## config.mk

```make
export PLATFORM = sky130hd
export DESIGN_NAME = std_timer_output_clear_control
export DESIGN_NICKNAME = d
export VERILOG_FILES = /design/src/shared/std_timer_pkg.sv /design/src/std_timer_output_clear_control.sv
export SDC_FILE = /design/constraint.sdc
export NUM_CORES = 1
export LEC_CHECK = 0
export ABC_CLOCK_PERIOD_IN_PS = 4300
export BUFFER_PORTS_ARGS = -buffer_cell sky130_fd_sc_hd__buf_2
export CAP_MARGIN = 20
export CELL_PAD_IN_SITES_DETAIL_PLACEMENT = 1
export CELL_PAD_IN_SITES_GLOBAL_PLACEMENT = 1
export CORE_MARGIN = 2
export CORE_UTILIZATION = 43
export DETAILED_ROUTE_END_ITERATION = 8
export GPL_TIMING_DRIVEN = 0
export PLACE_DENSITY_LB_ADDON = 0.1
export SLEW_MARGIN = 10
export SYNTH_ARGS = -nofsm -noshare
export SYNTH_HDL_FRONTEND = slang
export SYNTH_SLANG_ARGS = --single-unit
```

## constraint.sdc

```tcl
create_clock -name clk_i -period 4.3 [get_ports clk_i]
set_input_delay 0.43 -clock clk_i [delete_from_list [all_inputs] [get_ports clk_i]]
set_output_delay 0.43 -clock clk_i [all_outputs]
set_load 0.01 [all_outputs]
```

## src/shared/std_timer_pkg.sv

```systemverilog
// constants, field layouts and types shared by the standard timer block
package std_timer_pkg;

    // ------------------------------------------------------------------
    // register byte offsets
    // ------------------------------------------------------------------
    localparam logic [7:0] OFF_CTRL0    = 8'h00;
    localparam logic [7:0] OFF_CTRL1    = 8'h04;
    localparam logic [7:0] OFF_CNT_LO   = 8'h08;
    localparam logic [7:0] OFF_CNT_HI   = 8'h0c;
    localparam logic [7:0] OFF_CMPA_LO  = 8'h10;
    localparam logic [7:0] OFF_CMPA_HI  = 8'h14;
    localparam logic [7:0] OFF_CMPP     = 8'h18;
    localparam logic [7:0] OFF_IRQ_STAT = 8'h1c;
    localparam logic [7:0] OFF_IRQ_MASK = 8'h20;

    // ------------------------------------------------------------------
    // reset values
    // ------------------------------------------------------------------
    localparam logic [7:0]  RST_BYTE  = 8'h00;
    localparam logic [15:0] RST_COUNT = 16'h0000;
    localparam logic [1:0]  RST_IRQ   = 2'h0;

    // interrupt status bit positions
    localparam int IRQ_A_BIT = 0;
    localparam int IRQ_P_BIT = 1;

    // ------------------------------------------------------------------
    // pin action codes
    // ------------------------------------------------------------------
    localparam logic [1:0] ACT_CMP_NONE   = 2'h0;
    localparam logic [1:0] ACT_CMP_LOW    = 2'h1;
    localparam logic [1:0] ACT_CMP_HIGH   = 2'h2;
    localparam logic [1:0] ACT_CMP_TOGGLE = 2'h3;
    localparam logic [1:0] ACT_PWM_INACT  = 2'h0;
    localparam logic [1:0] ACT_PWM_ACT    = 2'h1;
    localparam logic [1:0] ACT_PWM_RUN    = 2'h2;
    localparam logic [1:0] ACT_PWM_SINGLE = 2'h3;
    localparam logic [1:0] ACT_CAP_RISE   = 2'h0;
    localparam logic [1:0] ACT_CAP_FALL   = 2'h1;
    localparam logic [1:0] ACT_CAP_BOTH   = 2'h2;

    // ------------------------------------------------------------------
    // counter clock select codes
    // ------------------------------------------------------------------
    localparam logic [2:0] CKS_DIV4   = 3'h0;
    localparam logic [2:0] CKS_DIV1   = 3'h1;
    localparam logic [2:0] CKS_DIV16  = 3'h2;
    localparam logic [2:0] CKS_DIV64  = 3'h3;
    localparam logic [2:0] CKS_SUB0   = 3'h4;
    localparam logic [2:0] CKS_SUB1   = 3'h5;
    localparam logic [2:0] CKS_PIN_RE = 3'h6;

    typedef enum logic [1:0] {
        MODE_COMPARE = 2'h0,
        MODE_CAPTURE = 2'h1,
        MODE_PWM     = 2'h2,
        MODE_TIMER   = 2'h3
    } mode_t;

    typedef struct packed {
        logic       pause;
        logic [2:0] clk_sel;
        logic       counter_on;
        logic [2:0] unused;
    } ctrl0_t;

    typedef struct packed {
        mode_t      operating_mode_sel;
        logic [1:0] pin_action_sel;
        logic       output_initial_level;
        logic       output_invert;
        logic       duty_period_swap;
        logic       clear_source_sel;
    } ctrl1_t;

    // wishbone classic request bundle
    typedef struct packed {
        logic        cyc;
        logic        stb;
        logic        we;
        logic [7:0]  adr;
        logic [3:0]  sel;
        logic [31:0] dat;
    } wb_req_t;

endpackage

```

## src/std_timer_output_clear_control.sv

```systemverilog
// standard timer: pin action, output control, clear source and count readout
//
// The Wishbone register port and the placing of the registers were chosen for this implementation.
`timescale 1ns/100ps
// Behaviour
// - compare mode, on A match pin: 00 hold, 01 low, 10 high, 11 toggle.
// - pwm mode, action: 00 inactive, 01 active, 10 pwm, 11 single pulse.
// - capture mode trigger: 00 rising, 01 falling, 10 both, 11 disabled.
// - A match requesting the level already present leaves pin unchanged.
// - rising counter_on returns the compare output to its initial level.
// - compare mode initial level: 0 low, 1 high.
// - pwm mode initial level bit sets active level: 0 low, 1 high.
// - single pulse level set by initial level bit on counter_on rise.
// - invert bit inverts the pin; both bits ignored in timer mode.
// - swap 0: P period, A duty; swap 1: P duty, A period.
// - clear source 1 clears the counter on comparator A match.
// - clear source 0 clears on P match, or overflow when P is zero.
// - clear source ignored in pwm, single pulse and capture modes.
// - counter readable as two zero-reset read-only bytes, low and high.
// - high byte read copies low byte to buffer; low read returns buffer.
// - counter_on rise clears counter; software cannot otherwise change it.
// - mode: 00 compare, 01 capture, 10 pwm/single pulse, 11 timer.
module std_timer_output_clear_control
    import std_timer_pkg::*;
(
    input  wire logic               clk_i,
    input  wire logic               rst_i,
    input  wire logic               cyc_i,
    input  wire logic               stb_i,
    input  wire logic               we_i,
    input  wire logic [7:0]         adr_i,
    input  wire logic [3:0]         sel_i,
    input  wire logic [31:0]        dat_i,
    output logic      [31:0]        dat_o,
    output logic                    ack_o,
    output logic                    irq_o,
    input  wire logic               sub_tick_i,
    input  wire logic               counter_clk_pin_i,
    input  wire logic               capture_input_pin_i,
    output logic                    timer_output_pin_o,
    output logic                    timer_output_pin_oe_o
);
    import std_timer_pkg::*;

    // ------------------------------------------------------------------
    // bus decode
    // ------------------------------------------------------------------
    wb_req_t req;
    assign req = '{cyc: cyc_i, stb: stb_i, we: we_i, adr: adr_i,
                   sel: sel_i, dat: dat_i};

    logic        ack_r;
    logic [31:0] dat_r;
    wire         access  = req.cyc & req.stb & ~ack_r;
    wire         wr      = access & req.we & req.sel[0];
    wire         rd      = access & ~req.we;
    wire [7:0]   wbyte   = req.dat[7:0];

    function automatic logic hit(input logic [7:0] a, input logic [7:0] o);
        return a == o;
    endfunction

    wire wr_ctrl0  = wr & hit(req.adr, OFF_CTRL0);
    wire wr_ctrl1  = wr & hit(req.adr, OFF_CTRL1);
    wire wr_a_lo   = wr & hit(req.adr, OFF_CMPA_LO);
    wire wr_a_hi   = wr & hit(req.adr, OFF_CMPA_HI);
    wire wr_p      = wr & hit(req.adr, OFF_CMPP);
    wire wr_stat   = wr & hit(req.adr, OFF_IRQ_STAT);
    wire wr_mask   = wr & hit(req.adr, OFF_IRQ_MASK);
    wire rd_cnt_hi = rd & hit(req.adr, OFF_CNT_HI);

    // ------------------------------------------------------------------
    // registers
    // ------------------------------------------------------------------
    ctrl0_t      ctrl0_r;
    ctrl1_t      ctrl1_r;
    logic [15:0] cnt_r;
    logic [15:0] cmp_a_r;
    logic [7:0]  cmp_p_r;
    logic [7:0]  rd_buf_r;
    logic [7:0]  wr_buf_r;
    logic [1:0]  stat_r;
    logic [1:0]  mask_r;
    logic        on_d_r;
    logic        level_r;
    logic [5:0]  pre_r;
    logic [2:0]  ck_sync_r;
    logic [2:0]  cap_sync_r;

    mode_t mode;
    assign mode = ctrl1_r.operating_mode_sel;
    wire [1:0] act = ctrl1_r.pin_action_sel;
    wire       ic  = ctrl1_r.output_initial_level;

    wire is_cmp  = (mode == MODE_COMPARE);
    wire is_cap  = (mode == MODE_CAPTURE);
    wire is_pwm  = (mode == MODE_PWM);
    wire is_tmr  = (mode == MODE_TIMER);
    wire single  = is_pwm & (act == ACT_PWM_SINGLE);

    // ------------------------------------------------------------------
    // counter clock
    // ------------------------------------------------------------------
    wire ck_rise = ck_sync_r[1] & ~ck_sync_r[2];
    wire ck_fall = ~ck_sync_r[1] & ck_sync_r[2];
    wire [2:0] cks = ctrl0_r.clk_sel;
    wire tick_src =
        (cks == CKS_DIV4)   ? (pre_r[1:0] == 2'h3) :
        (cks == CKS_DIV1)   ? 1'b1 :
        (cks == CKS_DIV16)  ? (pre_r[3:0] == 4'hf) :
        (cks == CKS_DIV64)  ? (pre_r == 6'h3f) :
        (cks == CKS_SUB0 || cks == CKS_SUB1) ? sub_tick_i :
        (cks == CKS_PIN_RE) ? ck_rise : ck_fall;

    wire on_rise = ctrl0_r.counter_on & ~on_d_r;
    wire run     = ctrl0_r.counter_on & ~ctrl0_r.pause & ~on_rise;
    wire tick    = run & tick_src;

    // ------------------------------------------------------------------
    // comparators
    // ------------------------------------------------------------------
    wire [15:0] cnt_inc = cnt_r + 16'h0001;
    wire [15:0] p_full  = {cmp_p_r, 8'h00};
    wire a_match = tick & (cmp_a_r != 16'h0000) & (cnt_inc == cmp_a_r);
    wire p_match = tick & (cmp_p_r != 8'h00) & (cnt_inc == p_full);
    wire ovf     = tick & (cnt_r == 16'hffff);

    // pwm period and duty by swap bit
    wire        dpx      = ctrl1_r.duty_period_swap;
    wire        per_hit  = dpx ? a_match : p_match;
    wire [16:0] duty_v   = dpx ? ((cmp_p_r == 8'h00) ? 17'h10000
                                  : {1'b0, p_full})
                               : {1'b0, cmp_a_r};
    wire        pwm_act  = ({1'b0, cnt_r} < duty_v);

    // counter clear source
    wire clr_src = (is_cmp | is_tmr)
                 ? (ctrl1_r.clear_source_sel ? a_match : p_match)
                 : (is_pwm ? per_hit : p_match);
    // a wrap at ffff also restarts from zero, whatever P and the clear source hold
    wire cnt_clr = clr_src | ovf;

    // single pulse ends on comparator A match
    wire sp_end = single & a_match;

    // ------------------------------------------------------------------
    // capture edges
    // ------------------------------------------------------------------
    wire cap_r = cap_sync_r[1] & ~cap_sync_r[2];
    wire cap_f = ~cap_sync_r[1] & cap_sync_r[2];
    wire cap_ev = is_cap & ctrl0_r.counter_on &
        ((act == ACT_CAP_RISE) ? cap_r :
         (act == ACT_CAP_FALL) ? cap_f :
         (act == ACT_CAP_BOTH) ? (cap_r | cap_f) : 1'b0);

    // ------------------------------------------------------------------
    // interrupt events
    // ------------------------------------------------------------------
    wire ev_a = is_cap ? cap_ev : a_match;
    wire ev_p = p_match & ~((is_cmp | is_tmr) & ctrl1_r.clear_source_sel);
    wire [1:0] ev = {ev_p, ev_a};
    wire [1:0] stat_nxt = (stat_r & ~(wr_stat ? wbyte[1:0] : 2'h0)) | ev;

    // ------------------------------------------------------------------
    // output level
    // ------------------------------------------------------------------
    logic level_nxt;
    always_comb
    begin
        level_nxt = level_r;
        if (on_rise)
        begin
            level_nxt = ic;
        end
        else if (is_cmp & a_match)
        begin
            case (act)
                ACT_CMP_LOW:    level_nxt = 1'b0;
                ACT_CMP_HIGH:   level_nxt = 1'b1;
                ACT_CMP_TOGGLE: level_nxt = ~level_r;
                default:        level_nxt = level_r;
            endcase
        end
        else if (single & sp_end)
        begin
            level_nxt = ~ic;
        end
    end

    logic pin_nxt;
    always_comb
    begin
        pin_nxt = 1'b0;
        if (is_pwm)
        begin
            case (act)
                ACT_PWM_INACT: pin_nxt = ~ic;
                ACT_PWM_ACT:   pin_nxt = ic;
                ACT_PWM_RUN:   pin_nxt = pwm_act ? ic : ~ic;
                default:       pin_nxt = level_nxt;
            endcase
        end
        else if (is_cmp)
        begin
            pin_nxt = level_nxt;
        end
        if (!is_tmr)
        begin
            pin_nxt = pin_nxt ^ ctrl1_r.output_invert;
        end
    end

    // ------------------------------------------------------------------
    // read mux
    // ------------------------------------------------------------------
    wire [7:0] rd_byte =
        hit(req.adr, OFF_CTRL0)    ? ctrl0_r :
        hit(req.adr, OFF_CTRL1)    ? ctrl1_r :
        hit(req.adr, OFF_CNT_LO)   ? rd_buf_r :
        hit(req.adr, OFF_CNT_HI)   ? cnt_r[15:8] :
        hit(req.adr, OFF_CMPA_LO)  ? cmp_a_r[7:0] :
        hit(req.adr, OFF_CMPA_HI)  ? cmp_a_r[15:8] :
        hit(req.adr, OFF_CMPP)     ? cmp_p_r :
        hit(req.adr, OFF_IRQ_STAT) ? {6'h00, stat_r} :
        hit(req.adr, OFF_IRQ_MASK) ? {6'h00, mask_r} : 8'h00;

    wire [15:0] cnt_nxt = on_rise ? RST_COUNT :
                          cnt_clr ? RST_COUNT :
                          tick    ? cnt_inc : cnt_r;

    ctrl0_t ctrl0_nxt;
    always_comb
    begin
        ctrl0_nxt = ctrl0_r;
        if (wr_ctrl0)
        begin
            ctrl0_nxt = {wbyte[7:3], 3'h0};
        end
        else if (sp_end)
        begin
            ctrl0_nxt.counter_on = 1'b0;
        end
    end

    // ------------------------------------------------------------------
    // state
    // ------------------------------------------------------------------
    always_ff @(posedge clk_i)
    begin
        if (rst_i)
        begin
            ctrl0_r    <= RST_BYTE;
            ctrl1_r    <= RST_BYTE;
            cnt_r      <= RST_COUNT;
            cmp_a_r    <= RST_COUNT;
            cmp_p_r    <= RST_BYTE;
            rd_buf_r   <= RST_BYTE;
            wr_buf_r   <= RST_BYTE;
            stat_r     <= RST_IRQ;
            mask_r     <= RST_IRQ;
            on_d_r     <= 1'b0;
            level_r    <= 1'b0;
            pre_r      <= 6'h00;
            ck_sync_r  <= 3'h0;
            cap_sync_r <= 3'h0;
            ack_r      <= 1'b0;
            dat_r      <= 32'h0000_0000;
            irq_o      <= 1'b0;
            timer_output_pin_o    <= 1'b0;
            timer_output_pin_oe_o <= 1'b0;
        end
        else
        begin
            ctrl0_r    <= ctrl0_nxt;
            ctrl1_r    <= wr_ctrl1 ? ctrl1_t'(wbyte) : ctrl1_r;
            cnt_r      <= cnt_nxt;
            if (cap_ev)
                cmp_a_r <= cnt_r;
            else if (wr_a_hi)
                cmp_a_r <= {wbyte, wr_buf_r};
            cmp_p_r    <= wr_p ? wbyte : cmp_p_r;
            rd_buf_r   <= rd_cnt_hi ? cnt_r[7:0] : rd_buf_r;
            wr_buf_r   <= wr_a_lo ? wbyte : wr_buf_r;
            stat_r     <= stat_nxt;
            mask_r     <= wr_mask ? wbyte[1:0] : mask_r;
            on_d_r     <= ctrl0_r.counter_on;
            level_r    <= level_nxt;
            pre_r      <= pre_r + 6'h01;
            ck_sync_r  <= {ck_sync_r[1:0], counter_clk_pin_i};
            cap_sync_r <= {cap_sync_r[1:0], capture_input_pin_i};
            ack_r      <= access;
            dat_r      <= rd ? {24'h000000, rd_byte} : 32'h0000_0000;
            irq_o      <= |(stat_nxt & mask_r);
            timer_output_pin_o    <= pin_nxt;
            timer_output_pin_oe_o <= ~is_tmr;
        end
    end

    assign ack_o = ack_r;
    assign dat_o = dat_r;
endmodule // std_timer_output_clear_control

```

; After elaboration in Yosys (flattened, before gate mapping)
; Cells that the tools add are included.
[totals]
ff_bits = 123
input_bits = 52
output_inout_bits = 36
[classes]
addsub = 2
magnitude_cmp = 1
eq_ne = 26
muxes = 39
n_bitwise = 56
reduce_logical = 13
[op_table]
columns = operator, count
row1 = $mux W8, 7
row2 = $and A1 B1 Y1, 34
row3 = $mux W17, 2
row4 = $eq A16 B16 Y1, 2
row5 = $eq A8 B5 Y1 const B, 4
row6 = $mux W16, 2
row7 = $mux W1, 23
row8 = $lt A16 B17 Y1, 1
row9 = $add A16 B1 Y16 const B, 1
row10 = $eq A16 B16 Y1 const B, 1
row11 = $eq A8 B4 Y1 const B, 2
row12 = $logic_not A8 Y1, 2
row13 = $reduce_bool A16 Y1, 1
row14 = $not A1 Y1, 14
row15 = $eq A2 B2 Y1 const B, 5
row16 = $eq A3 B3 Y1 const B, 3
row17 = $eq A8 B3 Y1 const B, 1
row18 = $eq A8 B6 Y1 const B, 1
row19 = $reduce_bool A8 Y1, 1
row20 = $add A6 B1 Y6 const B, 1
row21 = $eq A3 B2 Y1 const B, 2
row22 = $eq A6 B6 Y1 const B, 1
row23 = $mux W2, 3
row24 = $pmux W1 S3, 2
row25 = other kinds (14), 21

; Logic depth before layout (Yosys ltp)
[depth]
ltp_word = 20
depth_mapped = 14
ltp_nobuf = 12

; Worst setup path before layout
; No wires, ideal clock.
[synth_timing]
path_type = register -> register
startpoint = register ctrl1_r, in the netlist dpx
endpoint = register timer_output_pin_o
arrival_ps = 2975
setup_slack_ps = 1202
path_stages_with_launch = 15
path_buffers = 2
cell_sequence = dfxtp_1 > clkbuf_1 > buf_1 > mux2i_1 > ha_1 > a21oi_1 > nor2b_1 > o21ai_0 > o211ai_1 > nor2_1 > mux2_2 > a211oi_1 > a31oi_1 > a41oi_2 > mux2_1
[synth_between]
elab_chain_cells = 7
[synth_lines]
columns = element, line
row1 = "start, declared", std_timer_output_clear_control.sv:76  ; ctrl1_t ctrl1_r;
row2 = "start signal, assigned", std_timer_output_clear_control.sv:275  ; ctrl1_r <= wr_ctrl1 ? ctrl1_t'(wbyte) : ctrl1_r;
row3 = $mux W17 (*), std_timer_output_clear_control.sv:131  ; wire [16:0] duty_v = dpx ? ((cmp_p_r == 8'h00) ? 17'h10000
row4 = $lt A16 B17 Y1 (*), std_timer_output_clear_control.sv:134  ; wire pwm_act = ({1'b0, cnt_r} < duty_v);
row5 = $mux W1 (*), std_timer_output_clear_control.sv:199  ; ACT_PWM_RUN: pin_nxt = pwm_act ? ic : ~ic;
row6 = $pmux W1 S3 (*), std_timer_output_clear_control.sv:196  ; case (act)
row7 = $mux W1 (*), std_timer_output_clear_control.sv:194  ; if (is_pwm)
row8 = $xor A1 B1 Y1, std_timer_output_clear_control.sv:209  ; pin_nxt = pin_nxt ^ ctrl1_r.output_invert;
row9 = $mux W1 (*), std_timer_output_clear_control.sv:207  ; if (!is_tmr)
row10 = "end signal, assigned", std_timer_output_clear_control.sv:294  ; timer_output_pin_o <= pin_nxt;
row11 = "end, declared", std_timer_output_clear_control.sv:40  ; output logic timer_output_pin_o,
; Every way passes the cells marked *; elsewhere a longest branch is shown, timed or not.
; A chain may end at the register's enable or synchronous reset.

; Final worst setup path
[layout_timing]
startpoint = register cnt_r[1]
endpoint = register cnt_r[11]
[layout_between]
elab_chain_cells = 8
[layout_lines]
columns = element, line
row1 = "start, declared", std_timer_output_clear_control.sv:77  ; logic [15:0] cnt_r;
row2 = "start signal, assigned", std_timer_output_clear_control.sv:276  ; cnt_r <= cnt_nxt;
row3 = $add A16 B1 Y16, std_timer_output_clear_control.sv:122  ; wire [15:0] cnt_inc = cnt_r + 16'h0001;
row4 = "$eq A16 B16 Y1, on equally long branches", "std_timer_output_clear_control.sv:125, std_timer_output_clear_control.sv:124"
row5 = "$and A1 B1 Y1, on equally long branches", "std_timer_output_clear_control.sv:125, std_timer_output_clear_control.sv:124"
row6 = $mux W1, std_timer_output_clear_control.sv:130  ; wire per_hit = dpx ? a_match : p_match;
row7 = $mux W1, std_timer_output_clear_control.sv:139  ; : (is_pwm ? per_hit : p_match);
row8 = $mux W1, std_timer_output_clear_control.sv:138  ; ? (ctrl1_r.clear_source_sel ? a_match : p_match)
row9 = $or A1 B1 Y1, std_timer_output_clear_control.sv:141  ; wire cnt_clr = clr_src | ovf;
row10 = $reduce_or A3 Y1 (no source line), --
; Several ways; a longest one is shown, not always the timed one.

==> results by group <==
Layout
  – Count of filler cells inserted in the layout: 1709
  – Layout net count: 850
  – Fraction of final layout cells with drive strength greater than 1: 0.139
  – Final design area excluding fillers: 6760 um^2
  – Antenna cell count: 0
  – Filler-free cell count of the finished design: 959
  – Final cell utilization of the core: 0.493
  – Layout area overhead: 13.4%

STA
  – Tightest slew margin relative to the limit: 0.448
  – RSZ-0062 raised after global routing: no
  – Number of hold violations in the final report: 0
  – Clock tree skew after final layout: 0.00720 ns
  – Fin. max-slew vios: 0
  – Worst-margin pin slew: just over 0.8 ns
  – Setup violations, final: 0
  – Min Clock Period, post-route: roughly 4 ns
  – Maximum achievable frequency: 250 MHz
  – Crit share post-route: 0.932

Power
  – Pleak: 2.60 nW
  – Total power: between 1.5 and 2 mW
  – Maximum ir drop on the vdd rail: roughly 0.16 mV
  – Ratio of total power to cell area: 274 nW/um^2

Global route
  – First-pass GRT wire length: 32200 um
  – GRT Overall Usage: 0.294
  – Global-route congestion overflow total: 0
  – Pin count of the biggest net entering global routing: 20
  – Antenna violations before repair: 0
  – Via count of the first global-routing pass: ~5600

Min path
  – Worst min-delay path endpoint: cap_sync_r[0]
  – Hold depth: 2
  – HP Start: capture_input_pin_i
  – Hold crit path type: input pin to flop

Die
  – Number of rows created at floorplan: 43
  – Initial Utilization: 0.435
  – Number of ports placed on the die boundary: 88
  – Total Die Area: 14800 um^2
  – Horizontal die dimension: approximately 120 um
  – Die boundary height: about 120 um
  – CORE AREA: 13700 um^2

Yosys
  – Number of enable flip-flop cells after synthesis: 0
  – Ys async rst share: 0
  – Post-Synthesis Mean Instance Area: 8.47 um^2
  – YS warnings: 0
  – Syn Inst Count: 704
  – Synth cell types: 64
  – Cell area after technology mapping: 5960 um^2
  – Number of storage elements in the synthesis netlist: just under 100
  – Sequential area share after synthesis: 0.332
  – Most common flop cell mapped by yosys: sky130_fd_sc_hd__dfxtp_1

Critical path
  – Critical path class: flop to flop
  – Required arrival time at the worst endpoint: 4.55 ns
  – Length in cells of the worst reg-to-reg path: 12
  – Setup slack on the worst flop-to-flop path: 0.29 ns
  – Maximum net fanout on the critical path: 10
  – FF-to-FF End: cnt_r[11]
  – Reg-to-Reg Start: cnt_r[1]
  – Crit start category: flop
  – Element type at the critical path end: flop
  – Arrival time worst endpoint: 4.25 ns

Clock tree
  – H-tree level count: 3
  – TritonCTS sink count: 99
  – Master cell of the clock root buffer: sky130_fd_sc_hd__clkbuf_16
  – Clock-pin transition on the worst setup and hold timing paths: ~0.08 ns
  – Worst-skew pair later-pin latency: roughly 0.36 ns
  – Clk buf depth: 2
  – Setup Buffers After CTS: 0
  – Number of clock buffers inserted by TritonCTS: 9
  – Clock tree from TritonCTS: done

Drt
  – Number of nets with antenna violations after detailed routing: 0
  – DRC violation total after the first TritonRoute iteration: 430
  – Average routed wire per standard cell: 21.9 um
  – Count of vias placed by the detailed router: roughly 5500
  – Detailed-route vias per instance: 5.70
  – Drt total wl: 21000 um
  – DR pass1 iterations: 5
  – DRC viols: 0

Place
  – Number of buffer cells added on primary ports: 36
  – Detail Placement HPWL: 15700 um
  – Dpl cells: 943
  – Area of placed instances: 6450 um^2
  – Global placer's final weighted congestion: between 0.9 and 1

Run
  – Max capacitance violation total: 0

Run status
  – Status: completed
critical path, stage by stage (launching register included):
cell and delay [ns]:
sky130_fd_sc_hd__dfxtp_1 0.62, sky130_fd_sc_hd__ha_1 0.23, sky130_fd_sc_hd__buf_2 0.21, sky130_fd_sc_hd__nand3_4 0.18
sky130_fd_sc_hd__nor3_2 0.31, sky130_fd_sc_hd__xnor2_1 0.16, sky130_fd_sc_hd__nor4b_2 0.31, sky130_fd_sc_hd__nand3b_1 0.28
sky130_fd_sc_hd__nor3_1 0.51, sky130_fd_sc_hd__a21oi_1 0.14, sky130_fd_sc_hd__o21ai_1 0.42, sky130_fd_sc_hd__buf_2 0.40
sky130_fd_sc_hd__nor2_1 0.10
synthesized netlist by cell type, types with 14 or more instances:
master | count | area [um^2]
sky130_fd_sc_hd__xor2_1 | 17 | 149
sky130_fd_sc_hd__inv_1 | 14 | 52.6
sky130_fd_sc_hd__nor2_1 | 119 | 447
sky130_fd_sc_hd__mux2i_1 | 60 | 601
sky130_fd_sc_hd__dfxtp_1 | 99 | 1980
sky130_fd_sc_hd__nand3_1 | 19 | 95.1
sky130_fd_sc_hd__nand2b_1 | 15 | 93.8
sky130_fd_sc_hd__nand2_1 | 39 | 146
sky130_fd_sc_hd__nor2b_1 | 16 | 100
sky130_fd_sc_hd__buf_4 | 27 | 203
sky130_fd_sc_hd__ha_1 | 24 | 300
sky130_fd_sc_hd__xnor2_1 | 38 | 333
sky130_fd_sc_hd__a21oi_1 | 32 | 160
sky130_fd_sc_hd__clkbuf_1 | 24 | 90.1
cells by family after synthesis:
group | count (synthesis) | synth area share
buffers and inverters | 83 | 0.0715
AO/OA/AOI/OAI | 104 | 0.119
XOR/XNOR | 56 | 0.0846
flip-flops | 99 | 0.332
multiplexers | 63 | 0.108
other | 1 | 0.000629
adder cells (fa/ha/maj) | 24 | 0.0504
AND/OR/NAND/NOR | 274 | 0.234
cell type report:
type / count / area (um^2) / area share
buffer: 69 / 377 / 0.0557
sequential: 99 / 1980 / 0.293
inverter: 14 / 52.6 / 0.00777
timing repair buffer: 36 / 180 / 0.0266
multi-input combinational: 545 / 3640 / 0.538
tap: 180 / 225 / 0.0333
clock inverter: 6 / 65.1 / 0.00962
clock buffer: 10 / 239 / 0.0353
where the power goes:
part / switching [mW] / internal [mW]
sequential: 0.00291 / 0.921
clock: 0.411 / 0.427
combinational: 0.0577 / 0.0334
total: 0.471 / 1.38
how the worst max path moves through the flow:
| stage | start | end | slack, ns | cells past startpoint |
|---|---|---|---|---|
| floorplan | dpx | timer_output_pin_o | 1.20 | 14 |
| global placement | dpx | timer_output_pin_o | 0.09 | 13 |
| detailed placement | dpx | timer_output_pin_o | -0.07 | 14 |
| CTS | dpx | timer_output_pin_o | 0.19 | 14 |
| global route | cnt_r[1] | cnt_r[11] | 0.12 | 12 |
| finish | cnt_r[1] | cnt_r[11] | 0.29 | 12 |
stage by stage:
stage	setup slack (ns)	hold slack [ns]	setup TNS (ns)
2_1_floorplan	1.20	0.414	0
3_3_place_gp	0.0860	0.416	0
3_5_place_dp	-0.0692	0.428	-0.0692
4_1_cts	0.191	0.274	0
5_1_grt	0.116	0.286	0
6_report	0.293	0.277	0
sequential cells by signal, summed over array words and instances, names as in the netlist, 6 cells and up:
signal and flops:
cmp_a_r 16, cnt_r 16, cmp_p_r 8, dat_o 8, rd_buf_r 8, wr_buf_r 8, pre_r 6
placed cells by master, fill, tap and decap left out, types with 19 or more instances in the layout:
| cell type | n |
|---|---|
| sky130_fd_sc_hd__nand3_1 | 19 |
| sky130_fd_sc_hd__nor2_1 | 119 |
| sky130_fd_sc_hd__buf_2 | 48 |
| sky130_fd_sc_hd__conb_1 | 24 |
| sky130_fd_sc_hd__xnor2_1 | 38 |
| sky130_fd_sc_hd__dfxtp_1 | 99 |
| sky130_fd_sc_hd__buf_4 | 27 |
| sky130_fd_sc_hd__mux2i_1 | 60 |
| sky130_fd_sc_hd__a21oi_1 | 32 |
| sky130_fd_sc_hd__clkbuf_1 | 23 |
| sky130_fd_sc_hd__ha_1 | 24 |
| sky130_fd_sc_hd__nand2_1 | 39 |
layer usage:
| metal | global-route usage | wire length, um | up-vias |
|---|---|---|---|
| li1 | - | - | 2537 |
| met1 | 0.388 | 9390 | 2703 |
| met2 | 0.473 | 9670 | 174 |
| met3 | 0.0473 | 1160 | 49 |
| met4 | 0.129 | 794 | 0 |
| met5 | 0 | 0 | - |
timing repair:
item / 4_1_cts / 5_1_grt
hold buffers: 0 / 0
resized for setup: 1 / 2
hold endpoints to repair: 0 / 0
endpoints found under the setup margin: 1 / 1
(Power assumes the default switching activity.)
